## config.mk

```make
export PLATFORM = sky130hd
export DESIGN_NAME = tmo_timer
export DESIGN_NICKNAME = d
export VERILOG_FILES = /design/src/hdl/tmo_pkg.sv /design/src/hdl/tmo_prescaler.sv /design/src/hdl/tmo_edge_sync.sv /design/src/hdl/tmo_timer.sv
export SDC_FILE = /design/constraint.sdc
export NUM_CORES = 1
export LEC_CHECK = 0
export ABC_AREA = 1
export ABC_CLOCK_PERIOD_IN_PS = 6700
export BUFFER_PORTS_ARGS = -buffer_cell sky130_fd_sc_hd__buf_2
export CORE_MARGIN = 2
export CORE_UTILIZATION = 25
export DETAILED_ROUTE_END_ITERATION = 10
export PLACE_DENSITY = 0.48
export SLEW_MARGIN = 10
export SYNTH_ARGS = -nofsm -noshare
export SYNTH_HDL_FRONTEND = slang
export SYNTH_SLANG_ARGS = --single-unit
```

## constraint.sdc

```tcl
create_clock -name ref_clk -period 6.7 [get_ports ref_clk]
set_clock_uncertainty 0.05 [all_clocks]
set_input_delay 2.01 -clock ref_clk [delete_from_list [all_inputs] [get_ports ref_clk]]
set_output_delay 2.01 -clock ref_clk [all_outputs]
set_load 0.1 [all_outputs]
```

## src/hdl/tmo_pkg.sv

```systemverilog
// Behaviour
// RQ1: count up sixteen bits, wrap to zero
// RQ2: wrap sets sticky overflow flag bit 0
// RQ3: overflow irq forwarded only when enabled
// RQ4: special trigger match clears count, starts conversion
// RQ5: trigger reset never sets overflow flag
// RQ6: trigger reset only in synchronous modes
// RQ7: software write beats trigger reset
// RQ8: compare pair acts as period
// RQ9: wide mode maps high address to buffer
// RQ10: low read snapshots high into buffer
// RQ11: low write loads high from buffer
// RQ12: wide mode hides live high byte
// RQ13: low write clears prescaler, high write not
// RQ14: software sets high msb only, keeps low
// RQ15: software picks async mode, enables irq, oscillator
// RQ16: narrow mode gives direct high byte access
package tmo_pkg;

    // =========================================
    // register offsets
    localparam logic [3:0] ADDR_COUNT_LOW  = 4'h0;
    localparam logic [3:0] ADDR_COUNT_HIGH = 4'h1;
    localparam logic [3:0] ADDR_CONTROL    = 4'h2;
    localparam logic [3:0] ADDR_IRQ_FLAGS  = 4'h3;
    localparam logic [3:0] ADDR_IRQ_ENABLE = 4'h4;
    localparam logic [3:0] ADDR_CMP_LOW    = 4'h5;
    localparam logic [3:0] ADDR_CMP_HIGH   = 4'h6;
    localparam logic [3:0] ADDR_CMP_MODE   = 4'h7;

    // =========================================
    // control and interrupt field positions
    localparam int CTL_WIDE_BIT  = 7;
    localparam int CTL_ASYNC_BIT = 2;
    localparam int CTL_EXT_BIT   = 1;
    localparam int CTL_ON_BIT    = 0;
    localparam int CTL_PS_LSB    = 4;
    localparam int IRQ_OVF_BIT   = 0;
    localparam int IRQ_CMP_BIT   = 1;

    // =========================================
    // reset values and codes
    localparam logic [7:0]  CONTROL_RESET  = 8'h00;
    localparam logic [7:0]  IRQ_EN_RESET   = 8'h00;
    localparam logic [15:0] COUNT_RESET    = 16'h0000;
    localparam logic [15:0] COUNT_MAX      = 16'hffff;
    localparam logic [15:0] CMP_RESET      = 16'hffff;
    localparam logic [3:0]  CMP_MODE_RESET = 4'h0;
    localparam logic [3:0]  MODE_SPECIAL   = 4'hb;
    localparam logic [7:0]  PRESCALE_RESET = 8'h00;

endpackage : tmo_pkg

```

## src/hdl/tmo_prescaler.sv

```systemverilog
module tmo_prescaler
    import tmo_pkg::*;
(
    // clock and reset
    input  wire logic       ref_clk,
    input  wire logic       reset_n,
    // control
    input  wire logic       run,
    input  wire logic       clear,
    input  wire logic [1:0] ratio_sel,
    // output
    output logic            tick
);
    logic [7:0] count_reg;
    logic [7:0] limit;

    // ratios 1, 2, 4, 8
    always_comb
    begin
        limit = 8'h00;
        case (ratio_sel)
            2'h0:    limit = 8'h00;
            2'h1:    limit = 8'h01;
            2'h2:    limit = 8'h03;
            default: limit = 8'h07;
        endcase
    end

    always_ff @(posedge ref_clk)
    begin
        if (!reset_n || clear)
            count_reg <= PRESCALE_RESET;   // [RQ13]
        else if (run)
            count_reg <= (count_reg >= limit) ? PRESCALE_RESET : count_reg + 8'h01;
    end

    assign tick = run && !clear && (count_reg >= limit);

endmodule : tmo_prescaler

```

## src/hdl/tmo_edge_sync.sv

```systemverilog
module tmo_edge_sync
(
    // clock and reset
    input  wire logic ref_clk,
    input  wire logic reset_n,
    // input level
    input  wire logic level_in,
    // rising-edge pulse
    output logic      rise
);
    logic stage1_reg;
    logic stage2_reg;
    logic stage3_reg;

    // second stage alone reads the first
    always_ff @(posedge ref_clk)
    begin
        if (!reset_n)
        begin
            stage1_reg <= 1'b0;
            stage2_reg <= 1'b0;
            stage3_reg <= 1'b0;
        end
        else
        begin
            stage1_reg <= level_in;
            stage2_reg <= stage1_reg;
            stage3_reg <= stage2_reg;
        end
    end

    assign rise = stage2_reg && !stage3_reg;

endmodule : tmo_edge_sync

```

## src/hdl/tmo_timer.sv

```systemverilog
// The plain strobed port and the address map were left to the implementer.
module tmo_timer
    import tmo_pkg::*;
(
    // clock and reset
    input  wire logic       ref_clk,
    input  wire logic       reset_n,
    // register port
    input  wire logic [3:0] reg_addr,
    input  wire logic [7:0] reg_wdata,
    input  wire logic       reg_write,
    input  wire logic       reg_read,
    output logic [7:0]      reg_rdata,
    // external count input and converter enable
    input  wire logic       ext_count_in,
    input  wire logic       converter_enable,
    // outputs
    output logic            conversion_start,
    output logic            irq
);
    logic [15:0] count_reg;
    logic [7:0]  high_buffer_reg;
    logic [7:0]  timer_control_reg;
    logic [7:0]  irq_flags_reg;
    logic [7:0]  irq_enables_reg;
    logic [15:0] compare_value_pair_reg;
    logic [3:0]  compare_mode_field_reg;
    logic [7:0]  rdata_reg;
    logic        conv_reg;
    logic        ext_rise;
    logic        tick;
    logic        clk_src;
    logic        wide;
    logic        async_mode;
    logic        wr_low;
    logic        wr_high;
    logic        rd_low;
    logic        inc;
    logic        wrap;
    logic        match;
    logic        trig_reset;

    // =========================================
    // decode
    function automatic logic hit(input logic [3:0] a, input logic [3:0] off);
        hit = (a == off);
    endfunction : hit

    assign wide       = timer_control_reg[CTL_WIDE_BIT];
    assign async_mode = timer_control_reg[CTL_ASYNC_BIT];
    assign wr_low     = reg_write && hit(reg_addr, ADDR_COUNT_LOW);
    assign wr_high    = reg_write && hit(reg_addr, ADDR_COUNT_HIGH);
    assign rd_low     = reg_read && hit(reg_addr, ADDR_COUNT_LOW);

    // =========================================
    // clock source and prescaler
    tmo_edge_sync i_tmo_edge_sync (
        .ref_clk  (ref_clk),
        .reset_n  (reset_n),
        .level_in (ext_count_in),
        .rise     (ext_rise)
    );

    // bit 1 selects external edges; internal clock otherwise
    assign clk_src = timer_control_reg[CTL_EXT_BIT] ? ext_rise : 1'b1;

    tmo_prescaler i_tmo_prescaler (
        .ref_clk   (ref_clk),
        .reset_n   (reset_n),
        .run       (timer_control_reg[CTL_ON_BIT] && clk_src),
        .clear     (wr_low),                                  // [RQ13]
        .ratio_sel (timer_control_reg[CTL_PS_LSB +: 2]),
        .tick      (tick)
    );

    // =========================================
    // counter
    assign inc   = tick;
    assign wrap  = inc && (count_reg == COUNT_MAX);            // [RQ1]
    assign match = (compare_mode_field_reg == MODE_SPECIAL)
                && (count_reg == compare_value_pair_reg);      // [RQ4] [RQ8]
    // async mode cannot be trusted to reset, so it is simply not done
    assign trig_reset = match && !async_mode;                  // [RQ6]

    always_ff @(posedge ref_clk)
    begin
        if (!reset_n)
            count_reg <= COUNT_RESET;
        else if (wr_low && wide)
            count_reg <= {high_buffer_reg, reg_wdata};         // [RQ11] [RQ7]
        else if (wr_low)
            count_reg <= {count_reg[15:8], reg_wdata};         // [RQ7]
        // low byte keeps counting, so a high write never costs a tick
        else if (wr_high && !wide)
            count_reg <= {reg_wdata, count_reg[7:0] + {7'h00, inc}}; // [RQ16] [RQ7]
        else if (trig_reset)
            count_reg <= COUNT_RESET;                          // [RQ4]
        else if (inc)
            count_reg <= count_reg + 16'h0001;                 // [RQ1]
    end

    // =========================================
    // high byte buffer
    always_ff @(posedge ref_clk)
    begin
        if (!reset_n)
            high_buffer_reg <= 8'h00;
        else if (wr_high && wide)
            high_buffer_reg <= reg_wdata;                      // [RQ9] [RQ12]
        else if (rd_low && wide)
            high_buffer_reg <= count_reg[15:8];                // [RQ10]
    end

    // =========================================
    // control and compare registers
    always_ff @(posedge ref_clk)
    begin
        if (!reset_n)
            timer_control_reg <= CONTROL_RESET;
        else if (reg_write && hit(reg_addr, ADDR_CONTROL))
            timer_control_reg <= reg_wdata;
    end

    always_ff @(posedge ref_clk)
    begin
        if (!reset_n)
            irq_enables_reg <= IRQ_EN_RESET;
        else if (reg_write && hit(reg_addr, ADDR_IRQ_ENABLE))
            irq_enables_reg <= reg_wdata;
    end

    always_ff @(posedge ref_clk)
    begin
        if (!reset_n)
        begin
            compare_value_pair_reg <= CMP_RESET;
            compare_mode_field_reg <= CMP_MODE_RESET;
        end
        else if (reg_write)
        begin
            if (hit(reg_addr, ADDR_CMP_LOW))
                compare_value_pair_reg[7:0] <= reg_wdata;
            if (hit(reg_addr, ADDR_CMP_HIGH))
                compare_value_pair_reg[15:8] <= reg_wdata;
            if (hit(reg_addr, ADDR_CMP_MODE))
                compare_mode_field_reg <= reg_wdata[3:0];
        end
    end

    // =========================================
    // interrupt flags: write one clears, set wins
    always_ff @(posedge ref_clk)
    begin
        if (!reset_n)
            irq_flags_reg <= 8'h00;
        else
        begin
            if (reg_write && hit(reg_addr, ADDR_IRQ_FLAGS))
                irq_flags_reg <= irq_flags_reg & ~reg_wdata;
            // a trigger reset is not a wrap, so it never sets this
            if (wrap && !wr_low && !(wr_high && !wide) && !trig_reset)
                irq_flags_reg[IRQ_OVF_BIT] <= 1'b1;            // [RQ2] [RQ5]
            if (trig_reset)
                irq_flags_reg[IRQ_CMP_BIT] <= 1'b1;
        end
    end

    assign irq = |(irq_flags_reg & irq_enables_reg);           // [RQ3]

    // =========================================
    // conversion start pulse
    always_ff @(posedge ref_clk)
    begin
        if (!reset_n)
            conv_reg <= 1'b0;
        else
            conv_reg <= trig_reset && converter_enable;        // [RQ4]
    end

    assign conversion_start = conv_reg;

    // =========================================
    // read data, one cycle after the strobe
    always_ff @(posedge ref_clk)
    begin
        if (!reset_n)
            rdata_reg <= 8'h00;
        else if (reg_read)
        begin
            case (reg_addr)
                ADDR_COUNT_LOW:  rdata_reg <= count_reg[7:0];
                ADDR_COUNT_HIGH: rdata_reg <= wide ? high_buffer_reg
                                                   : count_reg[15:8]; // [RQ12] [RQ16]
                ADDR_CONTROL:    rdata_reg <= timer_control_reg;
                ADDR_IRQ_FLAGS:  rdata_reg <= irq_flags_reg;
                ADDR_IRQ_ENABLE: rdata_reg <= irq_enables_reg;
                ADDR_CMP_LOW:    rdata_reg <= compare_value_pair_reg[7:0];
                ADDR_CMP_HIGH:   rdata_reg <= compare_value_pair_reg[15:8];
                ADDR_CMP_MODE:   rdata_reg <= {4'h0, compare_mode_field_reg};
                default:         rdata_reg <= 8'h00;
            endcase
        end
    end

    assign reg_rdata = rdata_reg;

endmodule : tmo_timer

```

==> summary.md <==
| Metric | Value |
|---|---|
| GPL Wtd Cong | 0.940 |
| Wire length per cell | 17.4 um |
| Top cells by count, synth | nand2_1 (194), inv_1 (100), a21oi_1 (89), dfxtp_1 (88), o21ai_0 (77) |
| IO Pins | 28 |
| Dpl ws | 2.09 ns |
| Endpoints failing setup | 0 |
| Worst hold path type | reg2reg |
| Worst Setup Path Type | in2reg |
| Num rows | 51 |
| Synth top area share | 35.6% |
| Nets@finish | 796 |
| H-tree Lvls | 3 |
| Flops & latches, synth | 88 |
| Area Overhead vs Synth | 12.9% |
| Layout cells sized above 1 | 8.12% |
| Die H | 145 um |
| Register area share after synthesis | 35.6% |
| Initial antenna violation count | 0 |
| First-iteration detailed-routing DRC count | 447 |
| Worst slew pin tran | 1.07 ns |
| Clock Path Buffers | 2 |
| Pins Over Slew Limit | 0 |
| Clk pin slew, worst setup/hold paths | 0.07 ns |
| Outcome | finished clean |
| Non-Filler Instances | 1,041 |
| Syn nets | 784 |
| Leakage Power | 2.34 nW |
| Max_cap viols | 0 |
| Clock sink total | 88 |
| Worst Path Arrival | 4.47 ns |
| Via count | 5,036 |
| CTS Buf Count | 9 |
| Area contributors post-synth | dfxtp_1 (36%), nand2_1 (15%), a21oi_1 (9.0%) |
| Final worst path period share | 63.7% |
| CTS resizes | 0 |
| Pwr per Cell Area | 208 nW/um2 |
| Clk Latency, worst-skew pair | 0.36 ns |
| Final worst slack | 2.43 ns |
| First-pass DRT Iterations | 5 |
| Via density | 4.84 |
| Slew HR | 28.5% |
| Final Hold Fails | 0 |
| Synth warn | 0 |
| Hold_buf cts | 0 |
| Ys async rst share | 0% |
| Drt drc | 0 |
| Worst Path Max Fanout | 31 |
| Critical Path Start Type | input pin |
| # Post-CTS Setup Buffers | 0 |
| Maximum clock frequency | 0.234 GHz |
| Cells after Synth | 759 |
| GRT overflow | 0 |
| Largest net degree at the start of global routing | 51 |
| Die width | 145 um |
| # port buffers | 27 |
| Synth Cell Area | 4950 um2 |
| Setup Total Neg Slack | 0 ns |
| GR Util All Layers | 17.8% |
| Worst endpoint required time | 6.90 ns |
| Core area | 19,500 um2 |
| First-pass GRT wire length | 27,400 um |
| DIE AREA | 20,900 um2 |
| CTS tree | yes |
| Starting Density | 25.4% |
| Root cell of the clock tree | clkbuf_16 |
| Post-Syn Area per Cell | 6.52 um2 |
| Overall routed net length | 18,100 um |
| Setup repair after global routing missed its margin | false |
| Count of flip-flops with a built-in enable after synthesis | 0 |
| Minimum clock period | 4.27 ns |
| Fill cell count | 2,205 |
| # placed instances | 1,025 |
| Synth Flop Type | dfxtp_1 |
| Synth unique cells | 41 |
| Dpl hpwl | 13,300 um |
| Antenna cell count | 0 |
| Vias in the first global route | 4,622 |
| Area leader, netlist | dfxtp_1 |
| Maximum VDD drop | 0.0893 mV |
| CP endpoint kind | register |
| DRT antenna net count | 0 |
| Count leader, synth | nand2_1 |
[logic make-up (layout without fill, tap and decap cells)]
logic type / Yosys count / in the layout / synth area share, %
XOR/XNOR: 18 / 18 / 3.19
buffers and inverters: 133 / 150 / 10.6
AO/OA/AOI/OAI: 211 / 211 / 23.1
adder cells (fa/ha/maj): 7 / 7 / 1.77
AND/OR/NAND/NOR: 302 / 302 / 25.8
flip-flops: 88 / 88 / 35.6
[metrics by stage]
stage | power, mW | utilization, % | hold slack, ns | area, um2
2_1_floorplan | 0.626 | - | 0.340 | 4950
3_3_place_gp | 0.667 | 27.2 | 0.347 | 5300
3_5_place_dp | 0.667 | 27.2 | 0.355 | 5300
4_1_cts | 1.17 | 28.7 | 0.371 | 5590
5_1_grt | 1.20 | 28.7 | 0.395 | 5590
6_report | 1.16 | 28.7 | 0.366 | 5590
[final timing paths]
kind	start	end	slack, ns	depth (start not counted)
setup / recovery	reg_addr[0]	count_reg[6]$_SDFFE_PN0P_	2.43	14
hold / removal	i_tmo_edge_sync.stage1_reg$_SDFF_PN0_	i_tmo_edge_sync.stage2_reg$_SDFF_PN0_	0.37	2
setup reg to reg	timer_control_reg[5]$_SDFFE_PN0P_	count_reg[7]$_SDFFE_PN0P_	3.97	20
hold reg to reg	i_tmo_edge_sync.stage1_reg$_SDFF_PN0_	i_tmo_edge_sync.stage2_reg$_SDFF_PN0_	0.37	2
[power by group]
| group | switching (mW) | internal (mW) |
|---|---|---|
| clock | 0.239 | 0.266 |
| sequential | 0.0131 | 0.533 |
| combinational | 0.0824 | 0.0274 |
[final cells by class]
cell class / count / area, um2 / share of cell area (%)
inverter: 106 / 398 / 7.12
clock inverter: 6 / 50.0 / 0.896
tap: 265 / 332 / 5.94
clock buffer: 10 / 239 / 4.28
timing repair buffer: 28 / 143 / 2.55
sequential: 88 / 1760 / 31.5
multi-input combinational: 538 / 2660 / 47.7
[routing by layer]
metal / global-route usage (%) / routed length [um] / up-vias
li1: - / - / 2512
met1: 24.6 / 8570 / 2342
met2: 27.9 / 8130 / 161
met3: 3.32 / 1010 / 21
met4: 5.93 / 379 / 0
met5: 0 / 0 / -
[placed cells by master, fill, tap and decap left out, drive strengths merged, types with 3 or more instances in the layout]
cell type  count
a21oi         90
nand3         24
clkinv         4
nand4          9
o221ai         4
a31oi          6
inv          106
ha             7
o211ai         3
nor3           7
o2111ai        4
dfxtp         88
o22ai         15
nor2          59
o21ai         84
clkbuf        10
nand2        198
xor2          16
buf           28
[worst max-delay path, stage by stage]
cell and delay, ns:
buf_2 0.12, nor2_1 0.26, nand2_4 0.14, nor2_4 0.60
nor2_1 0.15, ha_1 0.25, ha_1 0.21, nand3_1 0.12
nor2_1 0.06, xor2_1 0.14, a21oi_1 0.13, o21ai_1 0.08
a21oi_1 0.13, nor2_1 0.05
No activity file was read; power rests on OpenSTA's default activity.
